===== src/verilog/dmdd_pkg.sv =====
// ============================================================
// Shared constants and carriers
// ============================================================
package dmdd_pkg;

    // ========================================================
    // Register offsets on the host byte I/O bus
    // ========================================================
    localparam logic [3:0] OFS_RESULT_LOW = 4'h4;
    localparam logic [3:0] OFS_RESULT_HIGH = 4'h5;
    localparam logic [3:0] OFS_DAC_LOW = 4'h4;
    localparam logic [3:0] OFS_DAC_HIGH = 4'h5;
    localparam logic [3:0] OFS_DIN_LOW = 4'h6;
    localparam logic [3:0] OFS_DIN_HIGH = 4'h7;
    localparam logic [3:0] OFS_IRQ_CLEAR = 4'h8;
    localparam logic [3:0] OFS_MODE = 4'hB;
    localparam logic [3:0] OFS_SOFT_TRIGGER = 4'hC;
    localparam logic [3:0] OFS_DOUT_LOW = 4'hD;
    localparam logic [3:0] OFS_DOUT_HIGH = 4'hE;

    // ========================================================
    // Field positions
    // ========================================================
    localparam int TRIG_SEL_LSB = 0;
    localparam int IRQ_LINE_LSB = 4;
    localparam int READY_BIT_POS = 4;

    // ========================================================
    // Trigger and transfer mode codes
    // ========================================================
    localparam logic [2:0] MODE_SOFT_POLL = 3'h0;
    localparam logic [2:0] MODE_EXT_POLL = 3'h2;
    localparam logic [2:0] MODE_EXT_IRQ = 3'h3;
    localparam logic [2:0] MODE_PACER_POLL = 3'h4;
    localparam logic [2:0] MODE_PACER_IRQ = 3'h6;

    // ========================================================
    // Reset values
    // ========================================================
    localparam logic [2:0] RST_TRIG_SEL = 3'h0;
    localparam logic [2:0] RST_IRQ_LINE = 3'h0;
    localparam logic [11:0] RST_DAC_WORD = 12'h000;
    localparam logic [7:0] RST_DAC_LOW_BUF = 8'h00;
    localparam logic [15:0] RST_DOUT = 16'h0000;
    localparam logic [11:0] RST_RESULT = 12'h000;
    localparam logic RST_NOT_READY = 1'b1;
    localparam logic [7:0] RST_RDATA = 8'h00;

    // One host bus cycle, valid for one clock
    typedef struct packed {
        logic [3:0] addr;
        logic wr;
        logic rd;
        logic [7:0] data;
    } dmdd_io_req_type;

    // Stored content of the mode register
    typedef struct packed {
        logic [2:0] irq_line;
        logic [2:0] trigger_select;
    } dmdd_mode_type;

    typedef enum logic [0:0] {
        CONV_IDLE = 1'b0,
        CONV_BUSY = 1'b1
    } dmdd_conv_state_type;

endpackage


===== src/verilog/dmdd_input_sync.sv =====
`timescale 1ns/1ps
// ============================================================
// Two-stage synchroniser for the digital input pins
// ============================================================
module dmdd_input_sync
    import dmdd_pkg::*;
(
    input wire logic sys_clk,
    input wire logic reset_n,
    input wire logic [15:0] pin_in,
    output logic [15:0] sync_out,
    output logic bit0_rise
);

    logic [15:0] stage_one;
    logic bit0_last;

    genvar i;
    generate
        for (i = 0; i < 16; i++) begin : g_sync
            always_ff @(posedge sys_clk or negedge reset_n) begin
                if (!reset_n) begin
                    stage_one[i] <= 1'b0;
                    sync_out[i] <= 1'b0;
                end else begin
                    stage_one[i] <= pin_in[i];
                    sync_out[i] <= stage_one[i];
                end
            end
        end
    endgenerate

    // Rising edge on bit 0, seen only after both stages
    always_ff @(posedge sys_clk or negedge reset_n) begin
        if (!reset_n) begin
            bit0_last <= 1'b0;
            bit0_rise <= 1'b0;
        end else begin
            bit0_last <= sync_out[0];
            bit0_rise <= sync_out[0] & ~bit0_last;
        end
    end

endmodule // dmdd_input_sync


===== src/verilog/dmdd_irq_router.sv =====
`timescale 1ns/1ps
// ============================================================
// Steers the conversion interrupt onto one request line
// ============================================================
module dmdd_irq_router
    import dmdd_pkg::*;
(
    input wire logic sys_clk,
    input wire logic reset_n,
    input wire logic [2:0] irq_line,
    input wire logic irq_active,
    output logic [5:0] irq_request
);

    logic [5:0] next_irq_request;

    // Bit 0 is line 2, bit 5 is line 7
    always_comb begin
        next_irq_request = 6'h00;
        if (irq_active) begin
            case (irq_line)
                3'h0: next_irq_request = 6'h01;
                3'h2: next_irq_request = 6'h01;
                3'h3: next_irq_request = 6'h02;
                3'h4: next_irq_request = 6'h04;
                3'h5: next_irq_request = 6'h08;
                3'h6: next_irq_request = 6'h10;
                3'h7: next_irq_request = 6'h20;
                default: next_irq_request = 6'h00;
            endcase
        end
    end

    always_ff @(posedge sys_clk or negedge reset_n) begin
        if (!reset_n) begin
            irq_request <= 6'h00;
        end else begin
            irq_request <= next_irq_request;
        end
    end

    irq_line_map_a: assert property (@(posedge sys_clk) disable iff (!reset_n)
        (irq_active && irq_line == 3'h3) |=> irq_request == 6'h02)
        else $error("line code 3 did not select request line 3");

    irq_unused_a: assert property (@(posedge sys_clk) disable iff (!reset_n)
        (irq_line == 3'h1) |=> irq_request == 6'h00)
        else $error("unused line code raised a request");

endmodule // dmdd_irq_router


===== src/verilog/dmdd_card_ctrl.sv =====
`timescale 1ns/1ps
module dmdd_card_ctrl
    import dmdd_pkg::*;
(
    input wire logic sys_clk,
    input wire logic reset_n,
    input wire dmdd_io_req_type io_req,
    output logic [7:0] io_rdata,
    input wire logic [15:0] input_header,
    output logic [15:0] digital_out,
    output logic [11:0] dac_word,
    input wire logic pacer_tick,
    output logic adc_start,
    input wire logic adc_done,
    input wire logic [11:0] adc_result,
    output logic [5:0] irq_request
);

    // ========================================================
    // Decoded bus strobes
    // ========================================================
    logic wr_dac_low;
    logic wr_dac_high;
    logic wr_irq_clear;
    logic wr_mode;
    logic wr_soft_trigger;
    logic wr_dout_low;
    logic wr_dout_high;
    logic rd_result_low;
    logic rd_result_high;
    logic [3:0] wr_nibble;

    assign wr_dac_low = io_req.wr && io_req.addr == OFS_DAC_LOW;
    assign wr_dac_high = io_req.wr && io_req.addr == OFS_DAC_HIGH;
    assign wr_irq_clear = io_req.wr && io_req.addr == OFS_IRQ_CLEAR;
    assign wr_mode = io_req.wr && io_req.addr == OFS_MODE;
    assign wr_soft_trigger = io_req.wr && io_req.addr == OFS_SOFT_TRIGGER;
    assign wr_dout_low = io_req.wr && io_req.addr == OFS_DOUT_LOW;
    assign wr_dout_high = io_req.wr && io_req.addr == OFS_DOUT_HIGH;
    assign rd_result_low = io_req.rd && io_req.addr == OFS_RESULT_LOW;
    assign rd_result_high = io_req.rd && io_req.addr == OFS_RESULT_HIGH;
    assign wr_nibble = io_req.data[3:0];

    // ========================================================
    // Digital inputs
    // ========================================================
    logic [15:0] din_sync;
    logic external_trigger_rise;

    dmdd_input_sync u_input_sync (
        .sys_clk(sys_clk),
        .reset_n(reset_n),
        .pin_in(input_header),
        .sync_out(din_sync),
        .bit0_rise(external_trigger_rise)
    );

    // ========================================================
    // Mode register
    // ========================================================
    dmdd_mode_type mode;

    always_ff @(posedge sys_clk or negedge reset_n) begin
        if (!reset_n) begin
            mode.trigger_select <= RST_TRIG_SEL;
            mode.irq_line <= RST_IRQ_LINE;
        end else if (wr_mode) begin
            mode.trigger_select <= io_req.data[TRIG_SEL_LSB +: 3];
            mode.irq_line <= io_req.data[IRQ_LINE_LSB +: 3];
        end
    end

    logic irq_mode;
    logic ext_mode;
    logic pacer_mode;
    logic soft_mode;

    assign irq_mode = mode.trigger_select == MODE_EXT_IRQ || mode.trigger_select == MODE_PACER_IRQ;
    assign ext_mode = mode.trigger_select == MODE_EXT_POLL || mode.trigger_select == MODE_EXT_IRQ;
    assign pacer_mode = mode.trigger_select == MODE_PACER_POLL || mode.trigger_select == MODE_PACER_IRQ;
    assign soft_mode = mode.trigger_select == MODE_SOFT_POLL;

    // ========================================================
    // Trigger selection and conversion control
    // ========================================================
    logic trigger_hit;
    dmdd_conv_state_type conv_state;

    // Unused mode codes select no source at all
    assign trigger_hit = (soft_mode && wr_soft_trigger)
        || (ext_mode && external_trigger_rise)
        || (pacer_mode && pacer_tick);

    always_ff @(posedge sys_clk or negedge reset_n) begin
        if (!reset_n) begin
            conv_state <= CONV_IDLE;
        end else begin
            case (conv_state)
                CONV_IDLE: begin
                    if (trigger_hit) begin
                        conv_state <= CONV_BUSY;
                    end
                end
                CONV_BUSY: begin
                    if (adc_done) begin
                        conv_state <= CONV_IDLE;
                    end
                end
                default: conv_state <= CONV_IDLE;
            endcase
        end
    end

    // One start pulse per accepted trigger; triggers while busy are dropped
    always_ff @(posedge sys_clk or negedge reset_n) begin
        if (!reset_n) begin
            adc_start <= 1'b0;
        end else begin
            adc_start <= trigger_hit && conv_state == CONV_IDLE;
        end
    end

    // ========================================================
    // Result and ready bit
    // ========================================================
    logic [11:0] result;
    logic result_not_ready;

    always_ff @(posedge sys_clk or negedge reset_n) begin
        if (!reset_n) begin
            result <= RST_RESULT;
        end else if (adc_done) begin
            result <= adc_result;
        end
    end

    // Completion wins over a low-byte read in the same cycle
    always_ff @(posedge sys_clk or negedge reset_n) begin
        if (!reset_n) begin
            result_not_ready <= RST_NOT_READY;
        end else if (adc_done) begin
            result_not_ready <= 1'b0;
        end else if (rd_result_low) begin
            result_not_ready <= 1'b1;
        end
    end

    // ========================================================
    // Interrupt status flag
    // ========================================================
    logic status_flag;

    // Setting wins over a clear write in the same cycle
    always_ff @(posedge sys_clk or negedge reset_n) begin
        if (!reset_n) begin
            status_flag <= 1'b0;
        end else if (adc_done && irq_mode) begin
            status_flag <= 1'b1;
        end else if (wr_irq_clear) begin
            status_flag <= 1'b0;
        end
    end

    dmdd_irq_router u_irq_router (
        .sys_clk(sys_clk),
        .reset_n(reset_n),
        .irq_line(mode.irq_line),
        .irq_active(status_flag && irq_mode),
        .irq_request(irq_request)
    );

    // ========================================================
    // DAC double buffer
    // ========================================================
    logic [7:0] dac_low_buf;

    always_ff @(posedge sys_clk or negedge reset_n) begin
        if (!reset_n) begin
            dac_low_buf <= RST_DAC_LOW_BUF;
        end else if (wr_dac_low) begin
            dac_low_buf <= io_req.data;
        end
    end

    always_ff @(posedge sys_clk or negedge reset_n) begin
        if (!reset_n) begin
            dac_word <= RST_DAC_WORD;
        end else if (wr_dac_high) begin
            dac_word <= {wr_nibble, dac_low_buf};
        end
    end

    // ========================================================
    // Digital outputs
    // ========================================================
    always_ff @(posedge sys_clk or negedge reset_n) begin
        if (!reset_n) begin
            digital_out <= RST_DOUT;
        end else begin
            if (wr_dout_low) begin
                digital_out[7:0] <= io_req.data;
            end
            if (wr_dout_high) begin
                digital_out[15:8] <= io_req.data;
            end
        end
    end

    // ========================================================
    // Read data
    // ========================================================
    logic [7:0] next_rdata;

    // Write-only and unused offsets read as zero
    always_comb begin
        case (io_req.addr)
            OFS_RESULT_LOW: next_rdata = result[7:0];
            OFS_RESULT_HIGH: next_rdata = {3'h0, result_not_ready, result[11:8]};
            OFS_DIN_LOW: next_rdata = din_sync[7:0];
            OFS_DIN_HIGH: next_rdata = din_sync[15:8];
            default: next_rdata = 8'h00;
        endcase
    end

    always_ff @(posedge sys_clk or negedge reset_n) begin
        if (!reset_n) begin
            io_rdata <= RST_RDATA;
        end else if (io_req.rd) begin
            io_rdata <= next_rdata;
        end
    end

    // ========================================================
    // Checks
    // ========================================================
    soft_trigger_start_a: assert property (@(posedge sys_clk) disable iff (!reset_n)
        (wr_soft_trigger && soft_mode && conv_state == CONV_IDLE) |=> adc_start ##1 !adc_start)
        else $error("software trigger write gave no single start pulse");

    start_has_source_a: assert property (@(posedge sys_clk) disable iff (!reset_n)
        adc_start |-> $past(trigger_hit) && $past(conv_state) == CONV_IDLE)
        else $error("start pulse without a selected trigger");

    external_edge_start_a: assert property (@(posedge sys_clk) disable iff (!reset_n)
        (ext_mode && external_trigger_rise && conv_state == CONV_IDLE) |=> adc_start)
        else $error("external rising edge did not start a conversion");

    done_ready_low_a: assert property (@(posedge sys_clk) disable iff (!reset_n)
        adc_done |=> !result_not_ready)
        else $error("ready bit not low after completion");

    low_read_ready_a: assert property (@(posedge sys_clk) disable iff (!reset_n)
        (rd_result_low && !adc_done) |=> result_not_ready)
        else $error("low byte read did not set ready bit");

    flag_set_irq_a: assert property (@(posedge sys_clk) disable iff (!reset_n)
        (adc_done && irq_mode) |=> status_flag)
        else $error("completion in interrupt mode left flag clear");

    flag_clear_write_a: assert property (@(posedge sys_clk) disable iff (!reset_n)
        (wr_irq_clear && !adc_done) |=> !status_flag ##1 (irq_request == 6'h00))
        else $error("clear write did not drop flag and request");

    dac_low_hold_a: assert property (@(posedge sys_clk) disable iff (!reset_n)
        (wr_dac_low && !wr_dac_high) |=> $stable(dac_word))
        else $error("DAC output moved on a low byte write");

    dac_high_update_a: assert property (@(posedge sys_clk) disable iff (!reset_n)
        wr_dac_high |=> dac_word[11:8] == $past(wr_nibble) && dac_word[7:0] == $past(dac_low_buf))
        else $error("DAC word not loaded from high write and buffer");

    high_read_format_a: assert property (@(posedge sys_clk) disable iff (!reset_n)
        rd_result_high |=> io_rdata[7:5] == 3'h0 && io_rdata[4] == $past(result_not_ready))
        else $error("result high byte format wrong");

    mode_read_zero_a: assert property (@(posedge sys_clk) disable iff (!reset_n)
        (io_req.rd && io_req.addr == OFS_MODE) |=> io_rdata == 8'h00)
        else $error("mode register was readable");

    polled_no_irq_a: assert property (@(posedge sys_clk) disable iff (!reset_n)
        (!irq_mode) [*2] |-> irq_request == 6'h00)
        else $error("request raised in a polled mode");

endmodule // dmdd_card_ctrl


===== config.mk =====
export PLATFORM = sky130hd
export DESIGN_NAME = dmdd_card_ctrl
export DESIGN_NICKNAME = d
export VERILOG_FILES = /design/src/verilog/dmdd_pkg.sv /design/src/verilog/dmdd_input_sync.sv /design/src/verilog/dmdd_irq_router.sv /design/src/verilog/dmdd_card_ctrl.sv
export SDC_FILE = /design/constraint.sdc
export NUM_CORES = 1
export LEC_CHECK = 0
export ABC_AREA = 1
export BUFFER_PORTS_ARGS = -buffer_cell sky130_fd_sc_hd__buf_2
export CAP_MARGIN = 20
export CORE_MARGIN = 3
export CORE_UTILIZATION = 45
export CTS_BUF_LIST = sky130_fd_sc_hd__clkbuf_4 sky130_fd_sc_hd__clkbuf_8
export CTS_CLUSTER_DIAMETER = 40
export DETAILED_ROUTE_END_ITERATION = 12
export PLACE_DENSITY = 0.72
export SLEW_MARGIN = 10
export SYNTH_ARGS = -nofsm -noshare
export SYNTH_HDL_FRONTEND = slang
export SYNTH_SLANG_ARGS = --single-unit

===== constraint.sdc =====
create_clock -name sys_clk -period 1.4 [get_ports sys_clk]
set_clock_uncertainty 0.15 [all_clocks]
set_input_delay 0.28 -clock sys_clk [delete_from_list [all_inputs] [get_ports sys_clk]]
set_output_delay 0.28 -clock sys_clk [all_outputs]
set_load 0.02 [all_outputs]

Word level (Yosys, flattened, before mapping)
Cells that the tools add are included.
{"block": "word_totals", "elab_cells": 103, "register_bits": 106}
{"block": "op_classes", "n_bitwise": 3, "reduce_logical": 24, "mux": 10, "eq_ne": 19}
{"cell": "6-bit case mux with 6 select lines", "n": 1}
{"cell": "8-bit case mux with 4 select lines", "n": 1}
{"cell": "4-bit equality test, second input constant", "n": 5}
{"cell": "3-bit equality test, second input constant", "n": 6}
{"cell": "4-bit by 3-bit equality test with 1-bit output, second input constant", "n": 4}
{"cell": "1-bit logical AND", "n": 14}
{"cell": "3-bit by 2-bit equality test with 1-bit output, second input constant", "n": 4}
{"cell": "3-bit logical NOT", "n": 2}
{"cell": "1-bit two-way mux", "n": 6}
{"cell": "6-bit two-way mux", "n": 1}
{"cell": "1-bit logical OR", "n": 5}
{"cell": "2-bit nonzero test", "n": 2}
{"cell": "1-bit NOT", "n": 2}
{"cell": "1-bit case mux with 2 select lines", "n": 1}
{"cell": "2-bit OR reduction", "n": 1}
{"cell": "1-bit bitwise AND", "n": 1}

Longest topological paths before layout
{"block": "logic_depth", "word_depth": 7, "mapped_depth": 8, "mapped_depth_nobuf": 7}

Modules after synthesis
A second synthesis with hierarchy kept.
{"block": "unflattened", "hier_cells": 363, "hier_area_um2": 3926.3}
{"mod": "dmdd_card_ctrl", "area_each_um2": 2859.0, "cells_per_inst": 306, "n_inst": 1}
{"mod": "dmdd_input_sync", "area_each_um2": 860.8, "cells_per_inst": 36, "n_inst": 1}
{"mod": "dmdd_irq_router", "area_each_um2": 206.4, "cells_per_inst": 21, "n_inst": 1}

Worst setup path before layout
Ideal clock, no wire load.
{"block": "synth_path", "kind": "input -> register", "from": "input adc_done", "to": "register result[10]", "arrival_time_ps": 1053, "path_stages": 3, "path_buffers": 2, "path_slack_ps": 72, "t_required_ps": 1125, "setup_time_ps": 125, "cell_sequence": "clkbuf_1 > buf_2 > mux2_2"}
{"element": "from (decl)", "line_no": "dmdd_card_ctrl.sv:14", "rtl": "input wire logic adc_done,"}
{"element": "to (signal assigned)", "line_no": "dmdd_card_ctrl.sv:133", "rtl": "result <= adc_result;"}
{"element": "to (decl)", "line_no": "dmdd_card_ctrl.sv:126", "rtl": "logic [11:0] result;"}
No word-level cell between the ends.

Worst setup path in the final report
{"block": "layout_path", "from": "register io_rdata[6]", "to": "output io_rdata[6]"}
{"element": "from (decl)", "line_no": "dmdd_card_ctrl.sv:8", "rtl": "output logic [7:0] io_rdata,"}
{"element": "from (signal assigned)", "line_no": "dmdd_card_ctrl.sv:229", "rtl": "io_rdata <= next_rdata;"}
No word-level cell between the ends.

==> flow_summary.toml <==
[grt]
antenna_found_initial = 0
grt-ovfl-total = 0
grt_pass1_vias = 2861
grt_usage_pct = 17.68
grt_pass1_wl_mm = 13.90
grt_max_degree = 44

[sta]
hold_violations = 0
hold-worst-slack_ns = 0.01779
max-slew-margin-rel_pct = 78.01
setup_violations = 0
fin_crit_sh_pct = 97.86
fmaxAchievable_mhz = 729.9
worst_pin_slew_ns = 0.3298
finalMaxSlewViolations = 0
tns_ns = 0
finalCriticalPeriod_ns = 1.370

[critical_path]
r2r-end = "adc_start$_DFF_PN0_"
worst_ep_required_time_ns = 0.97
worst_ep_arrival_time_ns = 0.94
cpPeakStageDelay_ns = 0.41
crit_family = "flip-flops"
cp-end-kind = "output port"
slowest_stage = "dfrtp_1"
reg2reg_slack_ns = 0.18
cp_cell_sequence = "buf_2"
reg2regPathDepth = 6
path_class = "reg -> out"
path_buf_inv = 1
path_max_fanout = 2
r2r_start = "mode[0]$_DFFE_PN0P_"
worst_setup_path_start_kind = "register"

[synth]
netlist_instances = 362
ys_warn_count = 0
ys_seq_area_share_pct = 66.07
yosys.cell_types.count = 26
synth_flop_cell = "dfrtp_1"
synth_seq_cells = 106
syn_area_sq_um = 4016
synthesis.nets = 408
async_flop_share_pct = 100.0
synth_edf_count = 0
synth_area_per_cell_sq_um = 11.09

[min_path]
hold-path-cell-count = 2
hold_path.class = "in -> reg"
whs_endpoint = "result[3]$_DFFE_PN0P_"
worstHoldStart = "adc_result[3]"

[clocking]
cts_buffer_depth = 2
clock_sinks = 106
cts_tree = "done"
h-tree-depth = 3
clk_pin_slew_ns = 0.10
clkLatencyLatePin_ns = 0.37
cts_buffers = 9
cts_root_buffer = "clkbuf_8"

[pwr]
total_power_uw = 6983
clkPwrFrac_pct = 27.9
p_per_area_nw_per_um2 = 1326
p_seq_share_pct = 52.5
peakVddDrop_mv = 0.8698
leakage_uw = 0.002756
pwr-share-comb_pct = 19.6
switching_share_pct = 29.48
switchingPower_uw = 2058
p_int_uw = 4924

[flow_run]
drv_cap = 0

[run_status]
outcome = "completed"

[cells_and_area]
area_delta_synth_final_pct = 31.09
drive_gt1_share_pct = 35.71
diodes = 0
final_common_cell = "dfrtp_1"
final_cell_mix = "dfrtp_1 (105), nand2_1 (104), buf_2 (81), nand3_1 (29), dlygate4sd3_1 (28)"
nNetsFinal = 545
stdcell_count = 609

[routing]
dr_wl_met3_um = 442
wl_met2_mm = 4.113
drt-met1-wl_mm = 3.808
firstDrtPassIters = 4
highest_layer = "met4"
route.detailed.drc = 0
vias_per_cell = 4.778
wire_per_inst_um = 13.93
antenna_left = 0
vias = 2910
wl_mm = 8.481
drtIter0Drc = 150

[floorplan]
die_area_sq_um = 10100
coreArea_sq_um = 8423
initial_core_util_pct = 47.68
die_x_um = 100.5
ioPinCount = 89
die_height_um = 100.5
row_count = 33

[place]
port_buffers = 88
place_inst = 560
dpl.hpwl_mm = 5.998
gp_congestion = 0.7807
## how the worst max path moves through the flow
stage,from,cells after the start,endpoint,slack [ns]
final,io_rdata[6]$_DFFE_PN0P_,1,io_rdata[6],0.03
after detailed placement,io_req[12],5,digital_out[3]$_DFFE_PN0P_,-0.06
after floorplan,adc_done,3,result[10]$_DFFE_PN0P_,0.07
after global placement,io_req[10],6,mode[1]$_DFFE_PN0P_,-0.02
after global routing,dac_word[11]$_DFFE_PN0P_,1,dac_word[11],-0.002
after CTS,dac_word[10]$_DFFE_PN0P_,1,dac_word[10],0.01
## logic make-up after synthesis
kind of cell | Yosys count | synth area share [%]
and+or+nand+nor | 165 | 19.22
DFF | 106 | 66.07
buffers and inverters | 37 | 4.610
muxes | 12 | 3.364
AOI/OAI and AO/OA | 42 | 6.729
## power groups by stage
| stage | clock network [uW] | registers, uW | logic (uW) |
|---|---|---|---|
| finish | 1950 | 3670 | 1370 |
| global route | 2130 | 3710 | 1510 |
| CTS | 1990 | 3650 | 1280 |
| detailed placement | 0 | 3710 | 1220 |
| global placement | 0 | 3700 | 1190 |
| floorplan | 0 | 3930 | 477 |
## registers in the layout, summed over array words and instances, names as in the netlist, 6 cells and up
register / count
dac_low_buf: 8
dac_word: 12
digital_out: 16
io_rdata: 8
mode: 6
result: 12
u_input_sync.stage_one: 16
u_input_sync.sync_out: 16
u_irq_router.irq_request: 6
## area by class of cell
cell class / instances / area [sq um]
fillers: 684 / 3158
flip-flops and latches: 106 / 2654
multi-input cells: 219 / 1191
repair buffers: 137 / 980.9
clock buffers: 10 / 137.6
well taps: 105 / 131.4
inverters: 26 / 97.59
clock inverters: 6 / 72.57
## per-stage QoR
| stage | area, sq um | util (%) | setup WS, ns |
|---|---|---|---|
| 2_1_floorplan | 4016 | - | 0.07230 |
| 3_3_place_gp | 4686 | 55.63 | -0.02472 |
| 3_5_place_dp | 4686 | 55.63 | -0.06147 |
| 4_1_cts | 5166 | 61.33 | 0.009663 |
| 5_1_grt | 5265 | 62.51 | -0.001748 |
| 6_report | 5265 | 62.51 | 0.02990 |
## repair_timing
item | CTS | global route
setup endpoints to repair | 0 | 15
hold buffers | 27 | 1
endpoints found under the hold margin | 131 | 1
gates resized for setup | 0 | 17
setup buffers | 0 | 5
## layer usage
| metal | up-vias | global-route usage (%) |
|---|---|---|
| li1 | 1441 | - |
| met1 | 1390 | 23.95 |
| met2 | 70 | 28.34 |
| met3 | 9 | 4.429 |
| met4 | 0 | 5.389 |
| met5 | - | 0 |
## synthesized netlist by cell type, types with 2 or more instances
cell type | instances | area share, %
nor2_4 | 5 | 1.4
or2_2 | 2 | 0.31
mux2_2 | 12 | 3.4
inv_2 | 3 | 0.28
nand2_2 | 7 | 1.1
nand2_4 | 2 | 0.56
buf_2 | 4 | 0.50
o21ai_2 | 16 | 3.5
o21ai_0 | 11 | 1.4
o21ai_1 | 14 | 1.7
dfrtp_1 | 105 | 65
nand3_1 | 29 | 3.6
nor3_1 | 3 | 0.37
nor2_1 | 8 | 0.75
nand2_1 | 104 | 9.7
inv_1 | 23 | 2.1
buf_6 | 5 | 1.4
Power figures use the tool's default switching activity.
